**config.mk**
```make
export PLATFORM = sky130hd
export DESIGN_NAME = fsr_dev_flat
export DESIGN_NICKNAME = d
export VERILOG_FILES = /design/src/hw/fsr_pkg.sv /design/src/hw/fsr_if.sv /design/src/hw/fsr_dev.sv /design/src/flat_wrapper.sv
export SDC_FILE = /design/constraint.sdc
export NUM_CORES = 1
export LEC_CHECK = 0
export CAP_MARGIN = 20
export CORE_AREA = 2 2 121 123
export CTS_CLUSTER_DIAMETER = 30
export DETAILED_ROUTE_END_ITERATION = 12
export DIE_AREA = 0 0 123 125
export DONT_BUFFER_PORTS = 1
export HOLD_SLACK_MARGIN = 0.12
export PLACE_DENSITY_LB_ADDON = 0.08
export SLEW_MARGIN = 20
export SYNTH_ARGS = -nofsm -noshare
export SYNTH_HDL_FRONTEND = slang
export SYNTH_SLANG_ARGS = --single-unit
```
**constraint.sdc**
```tcl
create_clock -name pclk -period 7.55 [get_ports pclk]
set_input_delay 0.3775 -clock pclk [delete_from_list [all_inputs] [get_ports pclk]]
set_output_delay 0.3775 -clock pclk [all_outputs]
set_load 0.1 [all_outputs]
```
**src/hw/fsr_pkg.sv**
```systemverilog
// Package with constants, encodings and types shared by both ends of the suspend link.
package fsr_pkg;

  // ************************************************************
  // Clock and timing
  // ************************************************************
  localparam int CLK_NS = 100;
  localparam int NS_PER_US = 1000;
  localparam int ESUSP_MAX_US = 48;
  localparam int PSUSP_MAX_US = 40;
  localparam int RES_GAP_US = 128;
  // Longest times round down, least times round up.
  localparam int ESUSP_MAX_CYC = ESUSP_MAX_US * NS_PER_US / CLK_NS;
  localparam int PSUSP_MAX_CYC = PSUSP_MAX_US * NS_PER_US / CLK_NS;
  localparam int RES_GAP_CYC = (RES_GAP_US * NS_PER_US + CLK_NS - 1) / CLK_NS;
  localparam int CNT_W = 24;
  localparam logic [CNT_W-1:0] CNT_ONE = 24'h000001;

  // ************************************************************
  // Advertised suspend parameter word fields
  // ************************************************************
  localparam logic SUP_BIT = 1'b0;
  localparam logic [1:0] UNIT_128NS = 2'h0;
  localparam logic [1:0] UNIT_1US = 2'h1;
  localparam logic [1:0] UNIT_8US = 2'h2;
  localparam logic [1:0] UNIT_64US = 2'h3;
  localparam logic [4:0] ESUSP_CNT = 5'h05;
  localparam logic [3:0] ERES_CNT = 4'h1;
  localparam logic [4:0] PSUSP_CNT = 5'h04;
  localparam logic [3:0] PRES_CNT = 4'h1;
  localparam logic RFU_BIT = 1'b1;
  localparam logic [3:0] EFORBID = 4'hE;
  localparam logic [3:0] PFORBID = 4'hC;
  localparam logic [31:0] SUSP_WORD = {SUP_BIT, UNIT_8US, ESUSP_CNT, ERES_CNT,
    UNIT_8US, PSUSP_CNT, PRES_CNT, RFU_BIT, EFORBID, PFORBID};
  localparam logic [7:0] PARAM_BASE = 8'h2C;
  localparam logic [7:0] PARAM_BLANK = 8'hFF;

  // ************************************************************
  // Opcodes and geometry
  // ************************************************************
  localparam logic [7:0] OP_ESUSP = 8'h75;
  localparam logic [7:0] OP_ERES = 8'h7A;
  localparam logic [7:0] OP_PSUSP = 8'h85;
  localparam logic [7:0] OP_PRES = 8'h8A;
  localparam logic [7:0] OP_ERASE = 8'hD8;
  localparam logic [7:0] OP_PROG = 8'h02;
  localparam logic [7:0] OP_READ = 8'h03;
  localparam int SECT_LSB = 18;
  localparam int PAGE_LSB = 9;

  // ************************************************************
  // Host register map
  // ************************************************************
  localparam logic [7:0] REG_CMD = 8'h00;
  localparam logic [7:0] REG_ADDR = 8'h04;
  localparam logic [7:0] REG_STAT = 8'h08;
  localparam logic [7:0] REG_PARAM = 8'h0C;
  localparam int ST_BUSY = 0;
  localparam int ST_PEND = 1;
  localparam int ST_OK = 2;
  localparam int ST_REFUSED = 3;
  localparam int ST_ESUSP = 4;
  localparam int ST_PSUSP = 5;

  // Device sequencer states.
  typedef enum logic [6:0] {
    S_IDLE = 7'b0000001,
    S_ERASE = 7'b0000010,
    S_PROG = 7'b0000100,
    S_EWAIT = 7'b0001000,
    S_PWAIT = 7'b0010000,
    S_ESUSP = 7'b0100000,
    S_PSUSP = 7'b1000000
  } fsr_state_t;

  // Host issuer states.
  typedef enum logic [2:0] {
    H_IDLE = 3'b001,
    H_REQ = 3'b010,
    H_RSP = 3'b100
  } fsr_hstate_t;

  // Latency in ns for a unit code and count: (count + 1) * unit.
  function automatic int fsr_lat_ns(input logic [1:0] unit, input logic [4:0] cnt);
    int u;
    case (unit)
      UNIT_128NS: u = 128;
      UNIT_1US: u = 1000;
      UNIT_8US: u = 8000;
      default: u = 64000;
    endcase
    return (int'(cnt) + 1) * u;
  endfunction

endpackage

```
**src/hw/fsr_if.sv**
```systemverilog
// Interface joining the host controller and the flash sequencer.
`timescale 1ns/1ns
interface fsr_if;
  logic cmd_valid;
  logic cmd_ready;
  logic [7:0] cmd_op;
  logic [31:0] cmd_addr;
  logic rsp_valid;
  logic rsp_ok;
  logic busy;
  logic erase_susp;
  logic prog_susp;
  logic [7:0] param_addr;
  logic [7:0] param_data;

  modport dev (input cmd_valid, cmd_op, cmd_addr, param_addr,
    output cmd_ready, rsp_valid, rsp_ok, busy, erase_susp, prog_susp, param_data);
  modport host (output cmd_valid, cmd_op, cmd_addr, param_addr,
    input cmd_ready, rsp_valid, rsp_ok, busy, erase_susp, prog_susp, param_data);
endinterface

```
**src/hw/fsr_dev.sv**
```systemverilog
// Flash erase and program sequencer with suspend, resume and parameter word.
// Notes on behaviour
// - Top parameter bit zero means suspend supported.
// - Latency is (count plus one) times unit.
// - Erase suspend completes within 48 us.
// - Program suspend completes within 40 us.
// - Host waits 128 us resume to erase suspend.
// - Host waits 128 us resume to program suspend.
// - Erase suspended: no erase, sector program, read.
// - Program suspended: no erase, page read.
// - Word 45_18_83_EC, low byte at 2Ch.
// - Opcodes 75h, 7Ah, 85h, 8Ah suspend and resume.
//
// Implementation choices: the APB interface to the registers and the register offsets.
`timescale 1ns/1ns
module fsr_dev #(
  parameter logic [23:0] ERASE_CYC = 24'h001388,
  parameter logic [23:0] PROG_CYC = 24'h0007D0,
  parameter logic [23:0] ESUSP_CYC = 24'(fsr_pkg::ESUSP_MAX_CYC),
  parameter logic [23:0] PSUSP_CYC = 24'(fsr_pkg::PSUSP_MAX_CYC)
) (
  // Clock and reset.
  input wire logic pclk,
  input wire logic presetn,
  // Link to the host.
  fsr_if.dev link,
  // User side status.
  output logic [6:0] state,
  output logic [23:0] erase_left,
  output logic [23:0] prog_left
);
  import fsr_pkg::*;

  // ************************************************************
  // State
  // ************************************************************
  fsr_state_t st_q;
  fsr_state_t st_d;
  logic [CNT_W-1:0] erase_left_q;
  logic [CNT_W-1:0] prog_left_q;
  logic [CNT_W-1:0] lat_q;
  logic [31-SECT_LSB:0] esect_q;
  logic [31-PAGE_LSB:0] ppage_q;
  logic held_q;
  logic rsp_valid_q;
  logic rsp_ok_q;
  logic [7:0] param_q;
  logic take;
  logic ok_c;
  logic same_sect;
  logic same_page;
  logic [31:0] word;

  // Advertised word, taken straight from the package constant.
  assign word = SUSP_WORD;

  assign take = link.cmd_valid && link.cmd_ready;
  assign same_sect = link.cmd_addr[31:SECT_LSB] == esect_q;
  assign same_page = link.cmd_addr[31:PAGE_LSB] == ppage_q;

  // Commands are held off while a suspend is settling, so no order is lost mid-way.
  assign link.cmd_ready = !(st_q == S_EWAIT || st_q == S_PWAIT);

  // ************************************************************
  // Command acceptance
  // ************************************************************
  // Decide whether the offered command is legal in the present state.
  always_comb begin
    ok_c = 1'b0;
    case (link.cmd_op)
      OP_ERASE: ok_c = st_q == S_IDLE;
      OP_PROG: ok_c = st_q == S_IDLE || (st_q == S_ESUSP && !same_sect);
      OP_READ: begin
        ok_c = st_q == S_IDLE || (st_q == S_ESUSP && !same_sect) ||
          (st_q == S_PSUSP && !same_page && !(held_q && same_sect));
      end
      OP_ESUSP: ok_c = st_q == S_ERASE;
      OP_PSUSP: ok_c = st_q == S_PROG;
      OP_ERES: ok_c = st_q == S_ESUSP;
      OP_PRES: ok_c = st_q == S_PSUSP;
      default: ok_c = 1'b0;
    endcase
  end

  // ************************************************************
  // Sequencer
  // ************************************************************
  // Next state from accepted commands, countdowns and suspend latency.
  always_comb begin
    st_d = st_q;
    case (st_q)
      S_IDLE: begin
        if (take && ok_c && link.cmd_op == OP_ERASE) begin
          st_d = S_ERASE;
        end else if (take && ok_c && link.cmd_op == OP_PROG) begin
          st_d = S_PROG;
        end
      end
      S_ERASE: begin
        if (take && ok_c) begin
          st_d = S_EWAIT;
        end else if (erase_left_q <= CNT_ONE) begin // A suspend on the last cycle leaves zero.
          st_d = S_IDLE;
        end
      end
      S_PROG: begin
        if (take && ok_c) begin
          st_d = S_PWAIT;
        end else if (prog_left_q <= CNT_ONE) begin
          st_d = held_q ? S_ESUSP : S_IDLE;
        end
      end
      S_EWAIT: if (lat_q == '0) st_d = S_ESUSP;
      S_PWAIT: if (lat_q == '0) st_d = S_PSUSP;
      S_ESUSP: begin
        if (take && ok_c && link.cmd_op == OP_ERES) begin
          st_d = S_ERASE;
        end else if (take && ok_c && link.cmd_op == OP_PROG) begin
          st_d = S_PROG;
        end
      end
      S_PSUSP: if (take && ok_c && link.cmd_op == OP_PRES) st_d = S_PROG;
      default: st_d = S_IDLE;
    endcase
  end

  // State register.
  always_ff @(posedge pclk or negedge presetn) begin
    if (!presetn) begin
      st_q <= S_IDLE;
    end else begin
      st_q <= st_d;
    end
  end

  // Suspend latency countdown; the entry is taken at the advertised limit at the latest.
  always_ff @(posedge pclk or negedge presetn) begin
    if (!presetn) begin
      lat_q <= '0;
    end else if (take && ok_c && link.cmd_op == OP_ESUSP) begin
      lat_q <= ESUSP_CYC - CNT_ONE;
    end else if (take && ok_c && link.cmd_op == OP_PSUSP) begin
      lat_q <= PSUSP_CYC - CNT_ONE;
    end else if (lat_q != '0) begin
      lat_q <= lat_q - CNT_ONE;
    end
  end

  // Erase work left; it stands still while suspended so that a resume continues it.
  always_ff @(posedge pclk or negedge presetn) begin
    if (!presetn) begin
      erase_left_q <= '0;
    end else if (st_q == S_IDLE && st_d == S_ERASE) begin
      erase_left_q <= ERASE_CYC;
    end else if (st_q == S_ERASE && erase_left_q != '0) begin
      erase_left_q <= erase_left_q - CNT_ONE;
    end
  end

  // Program work left, loaded only on a fresh start so that it runs down and survives a suspend.
  always_ff @(posedge pclk or negedge presetn) begin
    if (!presetn) begin
      prog_left_q <= '0;
    end else if ((st_q == S_IDLE || st_q == S_ESUSP) && st_d == S_PROG) begin
      prog_left_q <= PROG_CYC;
    end else if (st_q == S_PROG && prog_left_q != '0) begin
      prog_left_q <= prog_left_q - CNT_ONE;
    end
  end

  // Suspended erase flag, the erase sector it protects and the program page.
  always_ff @(posedge pclk or negedge presetn) begin
    if (!presetn) begin
      held_q <= 1'b0;
      esect_q <= '0;
      ppage_q <= '0;
    end else begin
      if (st_q == S_EWAIT && st_d == S_ESUSP) begin
        held_q <= 1'b1;
      end else if (st_q == S_ESUSP && st_d == S_ERASE) begin
        held_q <= 1'b0;
      end
      if (st_q == S_IDLE && st_d == S_ERASE) begin
        esect_q <= link.cmd_addr[31:SECT_LSB];
      end
      if ((st_q == S_IDLE || st_q == S_ESUSP) && st_d == S_PROG) begin
        ppage_q <= link.cmd_addr[31:PAGE_LSB];
      end
    end
  end

  // ************************************************************
  // Answers and parameter read
  // ************************************************************
  // One answer per taken command, one cycle after it.
  always_ff @(posedge pclk or negedge presetn) begin
    if (!presetn) begin
      rsp_valid_q <= 1'b0;
      rsp_ok_q <= 1'b0;
    end else begin
      rsp_valid_q <= take;
      rsp_ok_q <= take && ok_c;
    end
  end

  // Parameter bytes go out low byte first; outside the word the array reads blank.
  always_ff @(posedge pclk or negedge presetn) begin
    if (!presetn) begin
      param_q <= PARAM_BLANK;
    end else begin
      case (link.param_addr - PARAM_BASE)
        8'h00: param_q <= word[7:0];
        8'h01: param_q <= word[15:8];
        8'h02: param_q <= word[23:16];
        8'h03: param_q <= word[31:24];
        default: param_q <= PARAM_BLANK;
      endcase
    end
  end

  assign link.rsp_valid = rsp_valid_q;
  assign link.rsp_ok = rsp_ok_q;
  assign link.busy = st_q != S_IDLE && st_q != S_ESUSP && st_q != S_PSUSP;
  assign link.erase_susp = held_q;
  assign link.prog_susp = st_q == S_PSUSP;
  assign link.param_data = param_q;
  assign state = st_q;
  assign erase_left = erase_left_q;
  assign prog_left = prog_left_q;
endmodule

```
**src/flat_wrapper.sv**
```systemverilog
// flat-port wrapper written by rule: the top's interface ports become plain ports
module fsr_dev_flat import fsr_pkg::*;
#(
  parameter logic [23:0] ERASE_CYC = 24'h001388,
  parameter logic [23:0] PROG_CYC = 24'h0007D0,
  parameter logic [23:0] ESUSP_CYC = 24'(fsr_pkg::ESUSP_MAX_CYC),
  parameter logic [23:0] PSUSP_CYC = 24'(fsr_pkg::PSUSP_MAX_CYC)
)
  (pclk, presetn, state, erase_left, prog_left, link_cmd_valid, link_cmd_op, link_cmd_addr, link_param_addr, link_cmd_ready, link_rsp_valid, link_rsp_ok, link_busy, link_erase_susp, link_prog_susp, link_param_data);
  fsr_if link_i ();
  input wire logic pclk;
  input wire logic presetn;
  output logic [6:0] state;
  output logic [23:0] erase_left;
  output logic [23:0] prog_left;
  input wire logic [$bits(link_i.cmd_valid)-1:0] link_cmd_valid;
  input wire logic [$bits(link_i.cmd_op)-1:0] link_cmd_op;
  input wire logic [$bits(link_i.cmd_addr)-1:0] link_cmd_addr;
  input wire logic [$bits(link_i.param_addr)-1:0] link_param_addr;
  output wire logic [$bits(link_i.cmd_ready)-1:0] link_cmd_ready;
  output wire logic [$bits(link_i.rsp_valid)-1:0] link_rsp_valid;
  output wire logic [$bits(link_i.rsp_ok)-1:0] link_rsp_ok;
  output wire logic [$bits(link_i.busy)-1:0] link_busy;
  output wire logic [$bits(link_i.erase_susp)-1:0] link_erase_susp;
  output wire logic [$bits(link_i.prog_susp)-1:0] link_prog_susp;
  output wire logic [$bits(link_i.param_data)-1:0] link_param_data;
  assign link_i.cmd_valid = link_cmd_valid;
  assign link_i.cmd_op = link_cmd_op;
  assign link_i.cmd_addr = link_cmd_addr;
  assign link_i.param_addr = link_param_addr;
  assign link_cmd_ready = link_i.cmd_ready;
  assign link_rsp_valid = link_i.rsp_valid;
  assign link_rsp_ok = link_i.rsp_ok;
  assign link_busy = link_i.busy;
  assign link_erase_susp = link_i.erase_susp;
  assign link_prog_susp = link_i.prog_susp;
  assign link_param_data = link_i.param_data;
  fsr_dev #(.ERASE_CYC(ERASE_CYC), .PROG_CYC(PROG_CYC), .ESUSP_CYC(ESUSP_CYC), .PSUSP_CYC(PSUSP_CYC)) u_core (.pclk(pclk), .presetn(presetn), .link(link_i), .state(state), .erase_left(erase_left), .prog_left(prog_left));
endmodule
```
Yosys cells after proc, flatten, opt, wreduce, memory -nomap -nowiden
Cells that the tools add are included.
Storage, ports and cells
  flip-flop bits (word level): 127
  input bits: 51
  output and inout bits: 69
  word-level logic and storage cells: 101
Operators by class
  add/sub/neg operators: 4
  order comparisons: 2
  equality and inequality tests: 25
  mux-type cells: 23
  reductions and logical operators: 37
Operators by type and width (number)
  2-to-1 mux 24 bit: 7
  nonzero test 24 bit: 3
  subtractor 24 x 1 -> 24 bit, second input constant: 3
  2-to-1 mux 7 bit: 10
  one-hot mux 7 bit (7 select lines): 1
  <= comparator 24 x 1 -> 1 bit, second input constant: 2
  equality test 8 x 2 -> 1 bit, second input constant: 4
  one-hot mux 8 bit (4 select lines): 1
  equality test 8 bit, second input constant: 3
  logical NOT 24 bit: 1
  equality test 23 bit: 1
  logical AND 1 bit: 20
  equality test 8 x 7 -> 1 bit, second input constant: 2
  equality test 14 bit: 1
  equality test 7 x 2 -> 1 bit, second input constant: 2
  equality test 7 x 3 -> 1 bit, second input constant: 2
  equality test 7 x 6 -> 1 bit, second input constant: 2
  equality test 8 x 1 -> 1 bit, second input constant: 1
  logical NOT 8 bit: 1
  subtractor 8 x 6 -> 8 bit, second input constant: 1
  equality test 7 x 1 -> 1 bit, second input constant: 1
  equality test 7 x 4 -> 1 bit, second input constant: 1
  equality test 7 x 5 -> 1 bit, second input constant: 1
  equality test 7 bit, second input constant: 1
  10 further kinds: 19

Depth between registers and ports, before layout
  depth after elaboration: 15
  depth in mapped cells: 11
  gate-level depth less buffers: 9

Worst setup path before layout
No wires, ideal clock.
  kind: register to register
  from: reg u_core.st_q[3], in the netlist u_core.state[3]
  to: reg u_core.lat_q[10]
  setup time: 132 ps
  data arrival time: 4751 ps
  required time: 7418 ps
  path slack: 2667 ps
  stages on the path, launching flop included: 10
  path buffers: 3
  period minus slack after synthesis: 4883 ps
  path through: dfrtp_1 > nor2b_1 > o21ai_0 > and2_1 > clkbuf_1 > o31a_1 > nor2b_1 > clkbuf_1 > clkbuf_1 > nor2_1
Between the ends
  elaborated cells on any way between the ends: 22
  classes of those cells: eq/ne: 7; mux: 3; reduce/logical: 12
RTL lines
  start, declared: RTL line fsr_dev.sv:37  | fsr_state_t st_q;
  start signal, assigned: RTL line fsr_dev.sv:132  | st_q <= st_d;
  equality test 7 x 4 -> 1 bit / equality test 7 x 5 -> 1 bit (equally long branches): RTL line fsr_dev.sv:62  | assign link.cmd_ready = !(st_q == S_EWAIT || st_q == S_PWAIT);
  logical OR 1 bit *: RTL line fsr_dev.sv:62
  logical NOT 1 bit *: RTL line fsr_dev.sv:62
  via link_cmd_ready: RTL line flat_wrapper.sv:20  | output wire logic [$bits(link_i.cmd_ready)-1:0] link_cmd_ready;
  logical AND 1 bit *: RTL line fsr_dev.sv:57  | assign take = link.cmd_valid && link.cmd_ready;
  via u_core.take: RTL line fsr_dev.sv:48  | logic take;
  logical AND 1 bit *: RTL line fsr_dev.sv:140, fsr_dev.sv:142
  logical AND 1 bit: RTL line fsr_dev.sv:142  | end else if (take && ok_c && link.cmd_op == OP_PSUSP) begin
  2-to-1 mux 24 bit: RTL line fsr_dev.sv:142
  2-to-1 mux 24 bit: RTL line fsr_dev.sv:140  | end else if (take && ok_c && link.cmd_op == OP_ESUSP) begin
  end signal, assigned: RTL line fsr_dev.sv:141  | lat_q <= ESUSP_CYC - CNT_ONE;
  end signal, assigned: RTL line fsr_dev.sv:143  | lat_q <= PSUSP_CYC - CNT_ONE;
  end signal, assigned: RTL line fsr_dev.sv:145  | lat_q <= lat_q - CNT_ONE;
  end, declared: RTL line fsr_dev.sv:41  | logic [CNT_W-1:0] lat_q;
The timed path passes the listed nets; every way through them passes the cells marked *.
A chain may end at the register's enable or synchronous reset.

Worst setup path after layout
  from: reg u_core.st_q[1], in the netlist u_core.state[1]
  to: reg u_core.esect_q[3]
Between the ends
  cells in the longest elaborated chain, start to end: 12
  elaborated cells on any way between the ends: 34
  classes of those cells: eq/ne: 8; mux: 12; reduce/logical: 14
Ends and longest elaborated chain
  equality test 7 bit *
  via link_prog_susp: RTL line flat_wrapper.sv:25  | output wire logic [$bits(link_i.prog_susp)-1:0] link_prog_susp;
  logical AND 1 bit (2 in a row): RTL line fsr_dev.sv:75  | (st_q == S_PSUSP && !same_page && !(held_q && same_sect));
  logical OR 1 bit: RTL line fsr_dev.sv:74  | ok_c = st_q == S_IDLE || (st_q == S_ESUSP && !same_sect) ||
  one-hot mux 1 bit (7 select lines): RTL line fsr_dev.sv:70  | case (link.cmd_op)
  logical AND 1 bit
  logical AND 1 bit: RTL line fsr_dev.sv:95, fsr_dev.sv:118
  2-to-1 mux 7 bit: RTL line fsr_dev.sv:95, fsr_dev.sv:118
  2-to-1 mux 7 bit, on equally long branches: RTL line fsr_dev.sv:116, fsr_dev.sv:93
  one-hot mux 7 bit (7 select lines) *: RTL line fsr_dev.sv:91  | case (st_q)
  equality test 7 x 2 -> 1 bit *: RTL line fsr_dev.sv:183  | if (st_q == S_IDLE && st_d == S_ERASE) begin
  logical AND 1 bit *: RTL line fsr_dev.sv:183
  end signal, assigned: RTL line fsr_dev.sv:184  | esect_q <= link.cmd_addr[31:SECT_LSB];
  end, declared: RTL line fsr_dev.sv:42  | logic [31-SECT_LSB:0] esect_q;
Marks and branches as above.

==> results.md <==
- Longest Clk Path Bufs: 2
- Fmax: around 0.21 GHz
- Layout cells sized above 1: 14.3%
- Yosys reg bits: 126
- Clk slew on worst S/H paths: 0.06 ns
- I/O pin cnt: 120
- Final #Nets: ~720
- Worst-path fanout max: 20
- Area of the die: roughly 15000 um2
- Final design utilization: 54.1%
- Psw: 0.417 mW
- Share of the synthesized area in the top cell type: approximately 46%
- Worst-margin pin slew: 1.07 ns
- Register Area: 3160 um2
- Synthesized net count: 680
- Wirelength per Cell: 17.4 um
- Slew Viols, Final: 0
- Largest net degree at the start of global routing: 127
- EDFF count, synth: 0
- Cell accounting for the most synthesized area: dfrtp_1
- # DRC: 0
- Post-Layout Cell Count: around 860
- Kind of critical path: reg2reg
- Syn_area_per_cell: 10.4 um2
- Setup crit start kind: flip-flop
- Max Cap Violations: 0
- Initial antenna violation count: 1
- Die width: 123 um
- Dpl cells: 796
- GRT overflow: 0
- Fin area: 7690 um2
- Via/cell ratio: 5.50
- Dpl cell area: 6680 um2
- Most used DFF post-synth: dfrtp_1
- Async set-or-reset flop fraction in the synthesized netlist: 100%
- Fill cell total of the finished layout: 1263
- Clock Latency Late Sink: between 0.4 and 0.5 ns
- Clock power share: a little over half
- Final Hold Violating Endpoints: 0
- Final setup vio count: 0
- Hold slack: 0.229 ns
- Multi-input logic area: ~3200 um2
- Die Ht: 125 um
- Post-Synthesis Cells: 623
- DPL Wire Length: a little over 10000 um
- Post-layout minimum cycle time: 4.72 ns
- Post-cts gate resize count: 0
- # diodes: 0
- WP data required: 7.85 ns
- Layout Skew: 0.00627 ns
- Synthesis warning total: 0
- Most common cell after layout, fill and taps aside: dfrtp_1
- GPL Wtd Cong: between 0.8 and 0.9
- Drt first pass iters: 4
- Power Density: between 200 and 250 nW/um2
- Post-CTS Setup Bufs: 0
- Num rows: 44
- TNS Setup: 0 ns
- Vias in the first global route: slightly above 5000
- Worst path arrival time: 5.02 ns
- CTS tree: yes
- Internal: 1.40 mW
- Total CTS buffers: 17
- Final period util: 62.5%
- Global-route wire length before repair: around 25000 um
- Initial Utilization: approximately 46%
- Combinational power share: 6.1%
- Max_slew headroom: 29.0%
- Synth cell types: 58
- Status: complete, no violations
- VDD IR max: around 0.00015 V
- ANT nets after route: 0
- Hold Buf Count CTS: 29
- Drt first-iter violations: 173
- Syn Std Cell Area: 6480 um2
- Root Driver: clkbuf_16
- Leak: 2.95 nW
- Ranking of synthesized cells by area: dfrtp_1 46%, xnor2_1 7.4%, xor2_1 6.4%, nor2_1 5.0%, mux2_2 4.7%
- Clock sinks: about 130
- Routed wire length: 14900 um
- Tightest Hold Check Type: in2reg
- Via count: around 4700
- Sw frac: 22.9%
- RSZ-0062 raised after global routing: no
- Leading cell types in the layout, fill and taps excluded: 118 x dfrtp_1, 86 x nor2_1, 55 x xnor2_1, 47 x xor2_1, 45 x nand2_1
- Flop pwr share: between 40 and 50%
- Sequential area share after synthesis: about 49%
- CP endpoint kind: flip-flop
- Tot GR Track Use: 20.8%
- Core area: 14200 um2
- Htree depth: 4
- # port buffers: 0
- Area Overhead vs Synth: 18.6%
[metal layers]
metal	vias to the layer above	GRT usage (%)	wire (um)
met5	-	0	13
li1	2255	-	-
met3	25	9.03	1200
met2	122	32.4	6860
met1	2313	25.4	6420
met4	2	7.69	381
[worst paths after layout]
check,start,end,slack (ns),cells after the start
worst min register to register,u_core.ppage_q[0],u_core.ppage_q[0],0.52,1
worst max-delay path,u_core.state[1],u_core.esect_q[3],2.83,9
min in group asynchronous,presetn,u_core.erase_left[14],0.59,2
max in group asynchronous,presetn,u_core.lat_q[20],6.44,2
worst min-delay path,link_cmd_valid,u_core.link.rsp_valid,0.23,1
worst max register to register,u_core.state[1],u_core.esect_q[3],2.83,9
[synthesized netlist by cell type, drive strengths merged (4+ instances only)]
cell type  number
a21oi           7
and2            9
and3            5
buf            11
clkbuf          7
dfrtp         118
dfstp           8
ha              6
inv            13
mux2           37
nand2          45
nand3          16
nand4           6
nor2           87
nor2b           8
nor3           25
nor3b           4
nor4           23
nor4b           6
o21ai          23
or4             7
xnor2          55
xor2           47
[power by group through the flow]
stage                     clock network [mW]  registers, mW  logic, mW
after CTS                              0.993          0.737      0.112
after detailed placement                   0          0.749     0.0823
after floorplan                            0          0.743     0.0610
final                                  0.973          0.738      0.111
after global placement                     0          0.748     0.0707
after global routing                    1.02          0.740      0.124
[final cells by class]
class	count	area share [%]
flip-flops and latches	126	41.1
multi-input cells	466	41.2
inverters	13	0.634
clock buffers	18	5.71
repair buffers	36	4.90
clock inverters	14	3.42
well taps	184	2.99
[stage by stage]
step,setup slack [ns],power [mW]
after floorplan,2.67,0.804
after global placement,2.98,0.819
after detailed placement,2.86,0.831
after CTS,2.82,1.84
after global routing,2.58,1.89
final,2.83,1.82
[state kept, by name, indices dropped and copies added, names as in the netlist]
signal and flops:
u_core.esect_q 14, u_core.link.erase_susp 1, u_core.prog_left 24, u_core.erase_left 24, u_core.state 7, u_core.link.rsp_ok 1, u_core.link.param_data 7, u_core.link.rsp_valid 1
u_core.ppage_q 23, u_core.lat_q 24
[logic make-up after synthesis]
logic type                 Yosys count  synth area share (%)
and+or+nand+nor                    266                  21.1
buffers and inverters               31                  2.43
AOI/OAI and AO/OA                   55                  5.71
DFF                                126                  48.8
adders and majority gates            6                  1.16
muxes                               37                  7.01
xor gates and xnor gates           102                  13.8
[critical path, cell delays in order (launching register included)]
cell and delay [ns]:
dfrtp_1 0.78, nor3_1 0.53, nand4b_1 0.22, inv_1 0.79, nand3_1 0.23, nor3_1 0.24, o31a_1 0.44, and2_1 0.55
buf_4 0.41, mux2_2 0.38
No activity file was read; power rests on OpenSTA's default activity.
